<file path="config.mk">
export PLATFORM = sky130hd
export DESIGN_NAME = tfu_irq_flag_unit
export DESIGN_NICKNAME = d
export VERILOG_FILES = /design/src/rtl/tfu_pkg.sv /design/src/rtl/tfu_flag_bank.sv /design/src/rtl/tfu_irq_flag_unit.sv
export SDC_FILE = /design/constraint.sdc
export NUM_CORES = 1
export LEC_CHECK = 0
export BUFFER_PORTS_ARGS = -buffer_cell sky130_fd_sc_hd__buf_4
export CORE_MARGIN = 10
export CORE_UTILIZATION = 41
export DETAILED_ROUTE_END_ITERATION = 10
export PLACE_DENSITY = 0.87
export SLEW_MARGIN = 20
export SYNTH_ARGS = -nofsm -noshare
export SYNTH_HDL_FRONTEND = slang
export SYNTH_SLANG_ARGS = --single-unit
</file>
<file path="constraint.sdc">
create_clock -name sys_clk -period 2.1 [get_ports sys_clk]
set_clock_uncertainty 0.05 [all_clocks]
set_input_delay 0.42 -clock sys_clk [delete_from_list [all_inputs] [get_ports sys_clk]]
set_output_delay 0.42 -clock sys_clk [all_outputs]
set_load 0.02 [all_outputs]
</file>
<file path="src/rtl/tfu_pkg.sv">
// constants, carriers and state types for the timer interrupt flag unit
// assumes a single 100 MHz clock domain shared with the counter unit and the core
package tfu_pkg;

  localparam int unsigned TFU_REG_W = 8;
  localparam int unsigned TFU_ADDR_W = 4;
  localparam int unsigned TFU_DATA_W = 32;
  localparam int unsigned TFU_CNT_W = 16;
  localparam int unsigned TFU_NCMP = 3;

  // byte addresses of the register words
  localparam logic [3:0] TFU_OFS_FLAGS = 4'h0;
  localparam logic [3:0] TFU_OFS_MASK = 4'h4;
  localparam logic [3:0] TFU_OFS_CTRL = 4'h8;

  // field positions: the first five shared by the flag, mask and request vectors, the last in ctrl
  localparam int unsigned TFU_BIT_OVF = 0;
  localparam int unsigned TFU_BIT_CMP_A = 1;
  localparam int unsigned TFU_BIT_CMP_B = 2;
  localparam int unsigned TFU_BIT_CMP_C = 3;
  localparam int unsigned TFU_BIT_CAP = 5;
  localparam int unsigned TFU_CTRL_EDGE_BIT = 0;

  // bits 7, 6 and 4 are not implemented
  localparam logic [7:0] TFU_FLAG_IMPL = 8'h2F;
  localparam logic [7:0] TFU_FLAGS_RST = 8'h00;
  localparam logic [7:0] TFU_MASK_RST = 8'h00;
  localparam logic TFU_EDGE_RST = 1'b1;
  localparam logic [31:0] TFU_RDATA_ZERO = 32'h0000_0000;

  typedef enum logic [3:0] {
    TFU_WM_NORMAL = 4'h0,
    TFU_WM_PC8 = 4'h1,
    TFU_WM_PC9 = 4'h2,
    TFU_WM_PC10 = 4'h3,
    TFU_WM_CTC_CMPA = 4'h4,
    TFU_WM_FAST8 = 4'h5,
    TFU_WM_FAST9 = 4'h6,
    TFU_WM_FAST10 = 4'h7,
    TFU_WM_PFC_CAP = 4'h8,
    TFU_WM_PFC_CMPA = 4'h9,
    TFU_WM_PC_CAP = 4'hA,
    TFU_WM_PC_CMPA = 4'hB,
    TFU_WM_CTC_CAP = 4'hC,
    TFU_WM_RSVD = 4'hD,
    TFU_WM_FAST_CAP = 4'hE,
    TFU_WM_FAST_CMPA = 4'hF
  } tfu_wave_mode_t;

  // event pulses from the counter unit, one sys_clk cycle each
  typedef struct packed {
    logic tick;
    logic wrap_evt;
    logic top_evt;
    logic bottom_evt;
    logic cnt_write;
  } tfu_timer_evt_t;

  typedef struct packed {
    logic [TFU_CNT_W-1:0] counter_value;
    logic [TFU_CNT_W-1:0] cmp_a_value_reg;
    logic [TFU_CNT_W-1:0] cmp_b_value_reg;
    logic [TFU_CNT_W-1:0] cmp_c_value_reg;
  } tfu_cmp_vals_t;

  typedef struct packed {
    logic [TFU_REG_W-1:0] flags;
  } tfu_bank_state_t;

  typedef struct packed {
    logic [TFU_REG_W-1:0] mask;
    logic edge_rise;
    logic [1:0] cap_sync;
    logic cap_prev;
    logic [TFU_NCMP-1:0] match;
    logic block;
    logic ack;
    logic [TFU_DATA_W-1:0] rdata;
  } tfu_state_t;

endpackage

</file>
<file path="src/rtl/tfu_flag_bank.sv">
// sticky flag bank: hardware set, clear by acknowledge or software one
// assumes set and clear vectors are same-clock pulses
`timescale 1ns/100ps
`default_nettype none

module tfu_flag_bank
  import tfu_pkg::*;
#(
  parameter logic [TFU_REG_W-1:0] IMPL = TFU_FLAG_IMPL,
  parameter logic [TFU_REG_W-1:0] RST_VAL = TFU_FLAGS_RST
) (
  input wire logic sys_clk,
  input wire logic rstn,
  input wire logic [TFU_REG_W-1:0] set_vec,
  input wire logic [TFU_REG_W-1:0] clr_vec,
  output logic [TFU_REG_W-1:0] flags
);

  tfu_bank_state_t st_q;
  tfu_bank_state_t st_d;

  always_comb begin
    st_d = st_q;
    st_d.flags = ((st_q.flags & ~clr_vec) | set_vec) & IMPL;
  end

  always_ff @(posedge sys_clk or negedge rstn) begin
    if (!rstn) begin
      st_q.flags <= RST_VAL;
    end else begin
      st_q <= st_d;
    end
  end

  assign flags = st_q.flags;

endmodule // tfu_flag_bank

`default_nettype wire

</file>
<file path="src/rtl/tfu_irq_flag_unit.sv">
// interrupt flag, mask and request logic of a 16-bit timer with three
// compare channels, input capture and overflow, behind an Avalon-MM slave
// assumes the counter unit, the core and the bus share sys_clk; only the
// capture pin is asynchronous
//
// Our own choices: register access over Avalon-MM and the register offsets.
`timescale 1ns/100ps
`default_nettype none

//
// Overview of operation
// - compare A request needs enable, global, flag
// - overflow request needs enable, global, flag
// - mask bits 5,3,2 gate capture, C, B
// - flag bits 5,3,2,1,0; 7,6,4 read zero
// - capture pin edge sets capture flag
// - capture-as-top mode: top sets capture flag
// - compare flag sets one tick after match
// - overflow source chosen by waveform mode
// - vector execution clears its flag
// - writing one clears flag, zero keeps
module tfu_irq_flag_unit
  import tfu_pkg::*;
(
  input wire logic sys_clk,
  input wire logic rstn,
  input wire logic [TFU_ADDR_W-1:0] avs_address,
  input wire logic avs_read,
  input wire logic avs_write,
  input wire logic [TFU_DATA_W-1:0] avs_writedata,
  input wire logic [3:0] avs_byteenable,
  output logic [TFU_DATA_W-1:0] avs_readdata,
  output logic avs_waitrequest,
  input wire tfu_timer_evt_t timer_evt,
  input wire tfu_cmp_vals_t cmp_vals,
  input wire logic [3:0] waveform_mode_sel,
  input wire logic capture_input_pin,
  input wire logic global_irq_en,
  input wire logic [TFU_REG_W-1:0] vector_ack,
  output logic [TFU_REG_W-1:0] irq_req,
  output logic irq
);

  tfu_state_t st_q;
  tfu_state_t st_d;

  logic [TFU_REG_W-1:0] timer_flag_register;
  logic [TFU_REG_W-1:0] flag_set;
  logic [TFU_REG_W-1:0] flag_clr;
  logic [TFU_CNT_W-1:0] cmp_val [TFU_NCMP];
  logic [TFU_NCMP-1:0] cmp_hit;
  logic [TFU_NCMP-1:0] cmp_set;
  logic req_valid;
  logic wr_go;
  logic cap_edge;
  logic cap_top_set;
  logic ovf_set;
  logic cmp_a_flag;
  logic cmp_b_flag;
  logic cmp_c_flag;
  logic capture_flag;
  logic overflow_flag;
  logic cmp_a_irq_en;
  logic cmp_b_irq_en;
  logic cmp_c_irq_en;
  logic overflow_irq_en;
  logic capture_irq_en;

  // capture register acts as the counter top in these modes
  function automatic logic cap_is_top(input logic [3:0] m);
    cap_is_top = (m == TFU_WM_PFC_CAP) || (m == TFU_WM_PC_CAP) ||
                 (m == TFU_WM_CTC_CAP) || (m == TFU_WM_FAST_CAP);
  endfunction

  // non-PWM modes: overflow is the wrap of the counter
  function automatic logic mode_wraps(input logic [3:0] m);
    mode_wraps = (m == TFU_WM_NORMAL) || (m == TFU_WM_CTC_CMPA) ||
                 (m == TFU_WM_CTC_CAP) || (m == TFU_WM_RSVD);
  endfunction

  // single-slope PWM modes: overflow at top
  function automatic logic mode_fast(input logic [3:0] m);
    mode_fast = (m == TFU_WM_FAST8) || (m == TFU_WM_FAST9) ||
                (m == TFU_WM_FAST10) || (m == TFU_WM_FAST_CAP) ||
                (m == TFU_WM_FAST_CMPA);
  endfunction

  function automatic logic [TFU_REG_W-1:0] field_mask(input logic [TFU_REG_W-1:0] v);
    field_mask = v & TFU_FLAG_IMPL;
  endfunction

  assign cmp_val[0] = cmp_vals.cmp_a_value_reg;
  assign cmp_val[1] = cmp_vals.cmp_b_value_reg;
  assign cmp_val[2] = cmp_vals.cmp_c_value_reg;

  genvar gi;
  generate
    for (gi = 0; gi < TFU_NCMP; gi++) begin : g_cmp
      assign cmp_hit[gi] = (cmp_vals.counter_value == cmp_val[gi]);
      assign cmp_set[gi] = timer_evt.tick & st_q.match[gi];
    end
  endgenerate

  // one wait state per access, then the answer
  assign req_valid = avs_read | avs_write;
  assign avs_waitrequest = req_valid & ~st_q.ack;
  assign wr_go = avs_write & st_q.ack;

  // edge of the synchronised pin, polarity from ctrl
  assign cap_edge = st_q.edge_rise ? (st_q.cap_sync[1] & ~st_q.cap_prev)
                                   : (~st_q.cap_sync[1] & st_q.cap_prev);

  // top reached while capture register is top
  assign cap_top_set = cap_is_top(waveform_mode_sel) & timer_evt.top_evt;

  always_comb begin
    if (mode_wraps(waveform_mode_sel)) begin
      ovf_set = timer_evt.wrap_evt;
    end else if (mode_fast(waveform_mode_sel)) begin
      ovf_set = timer_evt.top_evt;
    end else begin
      ovf_set = timer_evt.bottom_evt;
    end
  end

  always_comb begin
    flag_set = '0;
    flag_set[TFU_BIT_OVF] = ovf_set;
    flag_set[TFU_BIT_CMP_A] = cmp_set[0];
    flag_set[TFU_BIT_CMP_B] = cmp_set[1];
    flag_set[TFU_BIT_CMP_C] = cmp_set[2];
    flag_set[TFU_BIT_CAP] = cap_edge | cap_top_set;
  end

  always_comb begin
    flag_clr = field_mask(vector_ack);
    if (wr_go && avs_address == TFU_OFS_FLAGS && avs_byteenable[0]) begin
      flag_clr = flag_clr | field_mask(avs_writedata[TFU_REG_W-1:0]);
    end
  end

  tfu_flag_bank #(
    .IMPL(TFU_FLAG_IMPL),
    .RST_VAL(TFU_FLAGS_RST)
  ) u_flags (
    .sys_clk(sys_clk),
    .rstn(rstn),
    .set_vec(flag_set),
    .clr_vec(flag_clr),
    .flags(timer_flag_register)
  );

  always_comb begin
    st_d = st_q;
    // first stage is read only by the second
    st_d.cap_sync = {st_q.cap_sync[0], capture_input_pin};
    st_d.cap_prev = st_q.cap_sync[1];

    // a counter write suppresses the match seen at the next tick
    if (timer_evt.cnt_write) begin
      st_d.block = 1'b1;
    end else if (timer_evt.tick) begin
      st_d.block = 1'b0;
    end
    // sample match at a tick, flag at the next
    if (timer_evt.tick) begin
      st_d.match = cmp_hit & {TFU_NCMP{~st_q.block & ~timer_evt.cnt_write}};
    end

    // bus: answer in the cycle after the request is seen
    st_d.ack = req_valid & ~st_q.ack;
    st_d.rdata = TFU_RDATA_ZERO;
    if (avs_read && !st_q.ack) begin
      if (avs_address == TFU_OFS_FLAGS) begin
        st_d.rdata[TFU_REG_W-1:0] = field_mask(timer_flag_register);
      end else if (avs_address == TFU_OFS_MASK) begin
        st_d.rdata[TFU_REG_W-1:0] = st_q.mask;
      end else if (avs_address == TFU_OFS_CTRL) begin
        st_d.rdata[TFU_CTRL_EDGE_BIT] = st_q.edge_rise;
      end else begin
        st_d.rdata = TFU_RDATA_ZERO;
      end
    end
    if (wr_go && avs_byteenable[0]) begin
      if (avs_address == TFU_OFS_MASK) begin
        st_d.mask = field_mask(avs_writedata[TFU_REG_W-1:0]);
      end else if (avs_address == TFU_OFS_CTRL) begin
        st_d.edge_rise = avs_writedata[TFU_CTRL_EDGE_BIT];
      end
    end
  end

  always_ff @(posedge sys_clk or negedge rstn) begin
    if (!rstn) begin
      st_q.mask <= TFU_MASK_RST;
      st_q.edge_rise <= TFU_EDGE_RST;
      st_q.cap_sync <= 2'h0;
      st_q.cap_prev <= 1'b0;
      st_q.match <= '0;
      st_q.block <= 1'b0;
      st_q.ack <= 1'b0;
      st_q.rdata <= TFU_RDATA_ZERO;
    end else begin
      st_q <= st_d;
    end
  end

  assign cmp_a_flag = timer_flag_register[TFU_BIT_CMP_A];
  assign cmp_b_flag = timer_flag_register[TFU_BIT_CMP_B];
  assign cmp_c_flag = timer_flag_register[TFU_BIT_CMP_C];
  assign capture_flag = timer_flag_register[TFU_BIT_CAP];
  assign overflow_flag = timer_flag_register[TFU_BIT_OVF];
  assign cmp_a_irq_en = st_q.mask[TFU_BIT_CMP_A];
  assign cmp_b_irq_en = st_q.mask[TFU_BIT_CMP_B];
  assign cmp_c_irq_en = st_q.mask[TFU_BIT_CMP_C];
  assign overflow_irq_en = st_q.mask[TFU_BIT_OVF];
  assign capture_irq_en = st_q.mask[TFU_BIT_CAP];

  // requests are combinational so an acknowledge drops them next cycle
  always_comb begin
    irq_req = '0;
    irq_req[TFU_BIT_CMP_A] = cmp_a_flag & cmp_a_irq_en & global_irq_en;
    irq_req[TFU_BIT_OVF] = overflow_flag & overflow_irq_en & global_irq_en;
    irq_req[TFU_BIT_CAP] = capture_flag & capture_irq_en & global_irq_en;
    irq_req[TFU_BIT_CMP_C] = cmp_c_flag & cmp_c_irq_en & global_irq_en;
    irq_req[TFU_BIT_CMP_B] = cmp_b_flag & cmp_b_irq_en & global_irq_en;
  end

  assign irq = |irq_req;
  assign avs_readdata = st_q.rdata;

endmodule // tfu_irq_flag_unit

`default_nettype wire

</file>
==> results.json, run 1 <==
{
  "hold_depth": 1,
  "layoutNonFillerInstCount": 351,
  "share_comb_of_total_power_pct": 34.4,
  "place_congestion": 0.750,
  "vdd_drop_max_mv": 0.314,
  "final_cell_mix": "buf_4 (105), xnor2_1 (33), conb_1 (30), dfrtp_1 (23), xor2_1 (15)",
  "maxCapViolCount": 0,
  "postCtsSetupBuffers": 0,
  "dp_hpwl_mm": 5.24,
  "p_total_mw": 1.19,
  "row_count": 24,
  "syn_area_sq_mm": 0.00188,
  "grt_max_degree": 25,
  "r2r-end": "u_flags.flags[3]",
  "cts_resized": 0,
  "ys_ff_latch": 24,
  "clk_pin_slew_ns": 0.08,
  "crit_path_start_kind": "register",
  "multi_input_area_sq_mm": 0.00108,
  "antenna_found_initial": 0,
  "drt_wl_total_mm": 5.83,
  "p_seq_share_pct": 43.2,
  "worstSetupEndpointType": "output pin",
  "die_y_microns": 87.7,
  "async_flop_share_pct": 100,
  "fp.dieArea_sq_mm": 0.00769,
  "dieWidth_microns": 87.7,
  "yosysSeqAreaShare_pct": 32.0,
  "cts_tree": "built",
  "port_buffers": 105,
  "maxSlewViolCount": 0,
  "setup_viol": 0,
  "wl_per_cell_microns": 16.6,
  "hold_viol_final": 0,
  "hold_class": "input pin to register",
  "postLayoutCoreUtil_pct": 59.8,
  "clk_latency_ns": 0.26,
  "fin_area_sq_mm": 0.00262,
  "synth-main-ff-cell": "dfrtp_1",
  "fin_crit_sh_pct": 88.1,
  "hold_ws_ns": 0.218,
  "r2r_cells": 4,
  "synth_edf_count": 0,
  "via_per_inst": 4.68,
  "floorplan.initialDensity_pct": 42.9,
  "worst_slack_ns": 0.250,
  "ctsHoldBuffers": 1,
  "global_route.overflow_total": 0,
  "grt_use_met3_pct": 3.44,
  "ioPinCount": 169,
  "fill_cells": 403,
  "placed_area_sq_mm": 0.00256,
  "dp_cells": 346,
  "htree_levels": 1,
  "power_density_mw_per_mm2": 453,
  "rsz0062_at_grt": "no",
  "avgSynthCellArea_sq_um": 9.59,
  "fmax_mhz": 540,
  "drt_iter0_markers": 48,
  "r2r-start": "st_q[32]",
  "grt-busiest-layer": "met2",
  "dp_slack_ns": 0.412,
  "grt_pass1_vias": 1845,
  "synthToLayoutAreaGrowth_pct": 39.4,
  "clock_path_buffers": 2,
  "first_pass_iters": 4,
  "use_met2_pct": 26.8,
  "ys_warn_count": 0,
  "core-area_sq_mm": 0.00438,
  "worst-path-max-fanout": 3,
  "via_count": 1641,
  "nets": 427,
  "setup_tns_ns": 0,
  "cts_made_buffers": 3,
  "power_switching_uw": 347,
  "ys_types": 33,
  "startpoint": "cmp_c_irq_en",
  "diodes": 0,
  "swShare_pct": 29.2,
  "criticalPathCategory": "register to output pin",
  "grt_use_met1_pct": 13.6,
  "p_int_uw": 841,
  "cts.sinks": 24,
  "drive_gt1_share_pct": 40.8,
  "grt_pass1_wl_mm": 8.42,
  "grt.total_usage_pct": 13.8,
  "clockPowerShare_pct": 22.4,
  "postRouteAntennaNets": 0,
  "rrSetupSlack_ns": 0.70,
  "period_needed_ns": 1.85,
  "drc": 0,
  "cellLeakagePower_nw": 1.31,
  "status": "finished clean",
  "crit_arrival_ns": 1.38,
  "synthCells": 196,
  "hold_end": "st_d[39]",
  "worst_hold_startpoint": "capture_input_pin",
  "layout_commonest_cell": "buf_4",
  "root_buffer": "clkbuf_8",
  "worstPathRequired_ns": 1.63,
  "regArea_sq_um": 602
}
## cell families (layout without fill, tap and decap cells)
| group | after synthesis | count (layout) | share of synthesized area [%] |
|---|---|---|---|
| muxes | 11 | 11 | 6.26 |
| and+or+nand+nor | 53 | 53 | 16.2 |
| xor gates and xnor gates | 48 | 48 | 22.4 |
| AOI/OAI and AO/OA | 16 | 16 | 6.86 |
| other | 1 | 30 | 0.200 |
| DFF | 24 | 24 | 32.0 |
| buffers and inverters | 43 | 117 | 16.1 |
## synth_stat cells, types with 2 or more instances
master | count | area share, %
a211o_2 | 2 | 1.1
a21oi_1 | 2 | 0.53
a32o_1 | 5 | 2.7
and3_1 | 6 | 2.0
buf_4 | 35 | 14
dfrtp_1 | 23 | 31
inv_1 | 7 | 1.4
mux2_2 | 6 | 3.6
mux2i_1 | 5 | 2.7
nand2_1 | 7 | 1.4
nand3_1 | 4 | 1.1
nand4_1 | 6 | 2.0
nor2_1 | 11 | 2.2
nor2b_1 | 2 | 0.67
nor3_1 | 4 | 1.1
nor4_1 | 6 | 2.0
o21ai_0 | 3 | 0.80
xnor2_1 | 33 | 15
xor2_1 | 15 | 7.0
## power by group through the flow
stage	combinational [mW]	sequential (mW)	clock [mW]
2_1_floorplan	0.241	0.514	0
3_5_place_dp	0.406	0.521	0
3_3_place_gp	0.394	0.518	0
6_report	0.409	0.513	0.266
5_1_grt	0.443	0.516	0.289
4_1_cts	0.409	0.512	0.275
## critical path, stage by stage (launching register included)
cell,delay (ns)
dfrtp_1,0.40
and3_1,0.21
nor4_1,0.27
nand2b_1,0.09
buf_4,0.16
## registers in the layout (all words and copies together) (netlist names)
name	flops
st_d	2
cmp_b_irq_en	1
capture_irq_en	1
u_flags.flags	5
cmp_c_irq_en	1
st_q	7
overflow_irq_en	1
avs_readdata	5
cmp_a_irq_en	1
## area by class of cell
cell class / count / share of cell area [%]
sequential: 24 / 23.0
timing repair buffer: 106 / 30.5
clock buffer: 4 / 1.72
multi-input combinational: 158 / 41.4
inverter: 7 / 1.00
tap: 52 / 2.48
## worst max-delay path by stage
stage / slack [ns] / end
after global placement: 0.42 / irq
final: 0.25 / irq
after detailed placement: 0.41 / irq
after global routing: 0.14 / irq
after floorplan: 0.54 / irq
after CTS: 0.24 / irq
## metal layers
| layer | vias to the layer above | share of wire (%) |
|---|---|---|
| li1 | 810 | - |
| met1 | 763 | 35 |
| met2 | 58 | 58 |
| met3 | 10 | 5.5 |
| met4 | 0 | 2.0 |
| met5 | - | 0 |
(Power assumes the default switching activity.)
==> run 2, diff against run 1 <==
Settings changed: CORE_UTILIZATION 41 to 38, PLACE_DENSITY 0.87 to 0.81.
Clock period 2.1 ns to 1.74 ns, I/O delays scaled along.
==> results.json, run 2 (synthesis results as in run 1) <==
{
  "status": "finished, violations left",
  "violations": "negative setup slack",
  "fin_area_sq_mm": 0.00271,
  "power_switching_uw": 445,
  "fp.dieArea_sq_mm": 0.00816,
  "crit_path_start_kind": "register",
  "place_congestion": 0.842,
  "setup_viol": 1,
  "wl_per_cell_microns": 16.0,
  "drt_wl_total_mm": 5.93,
  "clk_pin_slew_ns": 0.08,
  "clock_path_buffers": 2,
  "rsz0062_at_grt": "yes",
  "swShare_pct": 29.3,
  "diodes": 0,
  "cellLeakagePower_nw": 1.34,
  "share_comb_of_total_power_pct": 34.2,
  "dp_slack_ns": 0.159,
  "fin_crit_sh_pct": 101,
  "port_buffers": 105,
  "period_needed_ns": 1.76,
  "hold_class": "input pin to register",
  "drt-met1-wl_mm": 2.16,
  "regMostFlops": "st_q",
  "cp_cell_sequence": "and3_4, nor4_4, nand2b_1, buf_6",
  "cts_made_buffers": 3,
  "via_per_inst": 4.49,
  "row_count": 25,
  "via_count": 1663,
  "htree_levels": 1,
  "largest_reg_flops": 7,
  "core-area_sq_mm": 0.00475,
  "maxCapViolCount": 0,
  "clk_latency_ns": 0.27,
  "dr.max_layer_used": "met4",
  "worstPathRequired_ns": 1.34,
  "slowest_stage": "dfrtp_1",
  "worst_slack_ns": -0.0164,
  "hold_viol_final": 0,
  "die_y_microns": 90.3,
  "worstSetupEndpointType": "output pin",
  "crit_buf_inv": 1,
  "worst-path-max-fanout": 2,
  "power_density_mw_per_mm2": 560,
  "cts_tree": "built",
  "fmax_mhz": 569,
  "grt_max_degree": 25,
  "grt.total_usage_pct": 13.6,
  "drt_iter0_markers": 88,
  "postLayoutCoreUtil_pct": 57.1,
  "max_stage_delay_ns": 0.41,
  "global_route.overflow_total": 0,
  "antenna_found_initial": 0,
  "p_int_mw": 1.07,
  "crit_family": "simple AND/OR/NAND/NOR gates",
  "p_total_mw": 1.52,
  "synthToLayoutAreaGrowth_pct": 44.3,
  "layout_commonest_cell": "buf_4",
  "dr_wl_met3_microns": 328,
  "maxSlewViolCount": 0,
  "p_seq_share_pct": 40.7,
  "crit_arrival_ns": 1.36,
  "wl_met2_mm": 3.28,
  "nets": 431,
  "postRouteAntennaNets": 0,
  "cts.sinks": 24,
  "final_cell_mix": "buf_4 (108), xnor2_1 (33), conb_1 (30), dfrtp_1 (23), xor2_1 (15)",
  "drive_gt1_share_pct": 43.2,
  "dp_hpwl_mm": 5.15,
  "grt_pass1_wl_mm": 9.18,
  "first_pass_iters": 4,
  "vdd_drop_max_mv": 0.298,
  "drc": 0,
  "setup_tns_ns": -0.0164,
  "clockPowerShare_pct": 25.0,
  "floorplan.initialDensity_pct": 39.5,
  "placed_area_sq_mm": 0.00258,
  "criticalPathCategory": "register to output pin",
  "dieWidth_microns": 90.3,
  "ioPinCount": 169,
  "grt_pass1_vias": 1912,
  "root_buffer": "clkbuf_8"
}
[run 2: layer usage]
| metal | vias up | track usage, % |
|---|---|---|
| met3 | 12 | 3.41 |
| met2 | 65 | 25.4 |
| met4 | 0 | 5.70 |
| li1 | 817 | - |
| met1 | 769 | 13.9 |
| met5 | - | 0 |
[run 2: what timing repair did]
| action | CTS | global route |
|---|---|---|
| resized for setup | 3 | 4 |
| setup endpoints to repair | 1 | 1 |
| setup buffers | 3 | 1 |
| endpoints found under the hold margin | 23 | 0 |
| pin swaps | 2 | 1 |
| hold buffers | 1 | 0 |
[run 2: path summary, 6_finish.rpt]
check                      slack (ns)         startpoint                to  cells after the start
setup / recovery                -0.02    overflow_irq_en               irq                      4
max in group asynchronous        0.91               rstn          st_q[40]                      2
hold reg to reg                  0.32           st_d[39]          st_d[37]                      0
min in group asynchronous        0.45               rstn          st_d[37]                      2
hold / removal                   0.13  capture_input_pin          st_d[39]                      1
setup reg to reg                 0.36           st_q[32]  u_flags.flags[3]                      4
[run 2: power groups by stage]
stage	clock network (mW)	registers [mW]	logic, mW
5_1_grt	0.413	0.622	0.563
3_5_place_dp	0	0.628	0.488
3_3_place_gp	0	0.625	0.477
4_1_cts	0.387	0.615	0.511
6_report	0.380	0.619	0.520
2_1_floorplan	0	0.621	0.291
[run 2: area by class of cell]
type	count	area (sq um)
repair buffers	110	832
clock buffers	4	55.1
flip-flops and latches	24	602
multi-input cells	158	1110
inverters	7	26.3
well taps	67	83.8
fillers	448	2040
[run 2: through the flow]
step / cells / hold slack, ns
global placement: 361 / 0.206
CTS: 369 / 0.127
floorplan: 225 / 0.00241
global route: 370 / 0.121
detailed placement: 361 / 0.211
finish: 370 / 0.132
==> run 3, diff against run 2 <==
Settings changed: CORE_UTILIZATION 38 to 35, PLACE_DENSITY 0.81 to 0.76.
==> results.json, run 3 (synthesis results as in run 1) <==
{
  "setup_tns_ns": 0,
  "row_count": 26,
  "clk_latency_ns": 0.26,
  "grt_pass1_vias": 1892,
  "setup_viol": 0,
  "via_count": 1612,
  "criticalPathCategory": "register to output pin",
  "clock_path_buffers": 2,
  "hold_class": "input pin to register",
  "ioPinCount": 169,
  "htree_levels": 1,
  "root_buffer": "clkbuf_8",
  "swShare_pct": 28.6,
  "postRouteAntennaNets": 0,
  "worst-path-max-fanout": 3,
  "grt_max_degree": 25,
  "fin_crit_sh_pct": 99.1,
  "maxCapViolCount": 0,
  "largest_reg_flops": 7,
  "cellLeakagePower_nw": 1.33,
  "dr_wl_met3_microns": 355,
  "power_switching_uw": 428,
  "worst_slack_ns": 0.0161,
  "clockPowerShare_pct": 24.5,
  "grt.total_usage_pct": 12.9,
  "drt_iter0_markers": 37,
  "drive_gt1_share_pct": 42.7,
  "maxSlewViolCount": 0,
  "p_seq_share_pct": 41.3,
  "antenna_found_initial": 0,
  "core-area_sq_mm": 0.00517,
  "fmax_mhz": 580,
  "placed_area_sq_mm": 0.00259,
  "hold_viol_final": 0,
  "max_stage_delay_ns": 0.40,
  "regMostFlops": "st_q",
  "drt_wl_total_mm": 5.91,
  "drc": 0,
  "via_per_inst": 4.33,
  "clk_pin_slew_ns": 0.08,
  "cts_tree": "built",
  "fin_area_sq_mm": 0.00270,
  "dp_hpwl_mm": 5.18,
  "first_pass_iters": 4,
  "floorplan.initialDensity_pct": 36.3,
  "fp.dieArea_sq_mm": 0.00870,
  "wl_per_cell_microns": 15.9,
  "fill_cells": 485,
  "nets": 430,
  "diodes": 0,
  "global_route.overflow_total": 0,
  "status": "finished clean",
  "final_cell_mix": "buf_4 (107), xnor2_1 (33), conb_1 (30), dfrtp_1 (23), xor2_1 (15)",
  "share_comb_of_total_power_pct": 34.2,
  "die_y_microns": 93.3,
  "slowest_stage": "dfrtp_1",
  "p_int_mw": 1.07,
  "dr.max_layer_used": "met4",
  "dp_cells": 364,
  "period_needed_ns": 1.72,
  "dp_slack_ns": 0.175,
  "crit_arrival_ns": 1.33,
  "wl_met2_mm": 3.27,
  "rsz0062_at_grt": "yes",
  "cts.sinks": 24,
  "layout_commonest_cell": "buf_4",
  "layoutNonFillerInstCount": 372,
  "grt_pass1_wl_mm": 9.19,
  "port_buffers": 105,
  "drt-met1-wl_mm": 2.16,
  "vdd_drop_max_mv": 0.365,
  "crit_path_start_kind": "register",
  "dieWidth_microns": 93.3,
  "place_congestion": 0.809,
  "cp_cell_sequence": "and3_4, nor4_4, nand2b_1, buf_6",
  "cts_made_buffers": 3,
  "power_density_mw_per_mm2": 553,
  "worstSetupEndpointType": "output pin",
  "worstPathRequired_ns": 1.34,
  "synthToLayoutAreaGrowth_pct": 43.9
}
run 3: cell types whose count changed in the layout (fill, tap and decap cells not counted), sizes merged:
cell	change
buf	-1
run 3: power by group through the flow:
stage | combinational, mW | sequential, mW | clock (mW)
after floorplan | 0.291 | 0.621 | 0
after global placement | 0.479 | 0.625 | 0
after detailed placement | 0.487 | 0.628 | 0
after CTS | 0.506 | 0.616 | 0.377
after global routing | 0.558 | 0.621 | 0.401
final | 0.512 | 0.617 | 0.365
run 3: layout make-up:
type | count | area, sq um | share of cell area (%)
Clock buffer | 4 | 55.1 | 2.04
Inverter | 7 | 26.3 | 0.972
Multi-Input combinational cell | 158 | 1110 | 41.0
Sequential cell | 24 | 602 | 22.3
Tap cell | 70 | 87.6 | 3.24
Timing Repair Buffer | 109 | 825 | 30.5
run 3: critical path, delay by kind of cell, from the launching register on:
family	cells	cell delay [ns]
and+or+nand+nor	3	0.53
DFF	1	0.40
buffers and inverters	1	0.14
run 3: worst paths after layout:
check	start	endpoint	slack, ns	cells past startpoint
worst max-delay path	u_flags.flags[0]	irq	0.02	4
worst min-delay path	capture_input_pin	st_d[39]	0.14	1
worst max register to register	st_q[32]	u_flags.flags[1]	0.34	4
worst min register to register	st_d[39]	st_d[37]	0.31	0
max in group asynchronous	rstn	st_q[40]	0.90	2
min in group asynchronous	rstn	overflow_irq_en	0.46	2
run 3: repair_timing:
action	4_1_cts	5_1_grt
cloned	0	0
endpoints found under the hold margin	23	0
setup endpoints to repair	1	1
hold buffers	1	0
pin swaps	1	2
buffers inserted	3	0
gates resized for setup	3	2
run 3: through the flow:
step	power, mW	utilization, %	hold slack, ns
finish	1.49	52.3	0.140
global route	1.58	52.3	0.130
CTS	1.50	52.0	0.137
detailed placement	1.11	50.0	0.210
global placement	1.10	50.0	0.212
floorplan	0.912	-	0.00241
run 3: metal layers:
metal | vias to the layer above | track usage (%)
met2 | 55 | 23.8
met4 | 0 | 4.63
met5 | - | 0
met1 | 732 | 14.3
met3 | 8 | 2.56
li1 | 817 | -
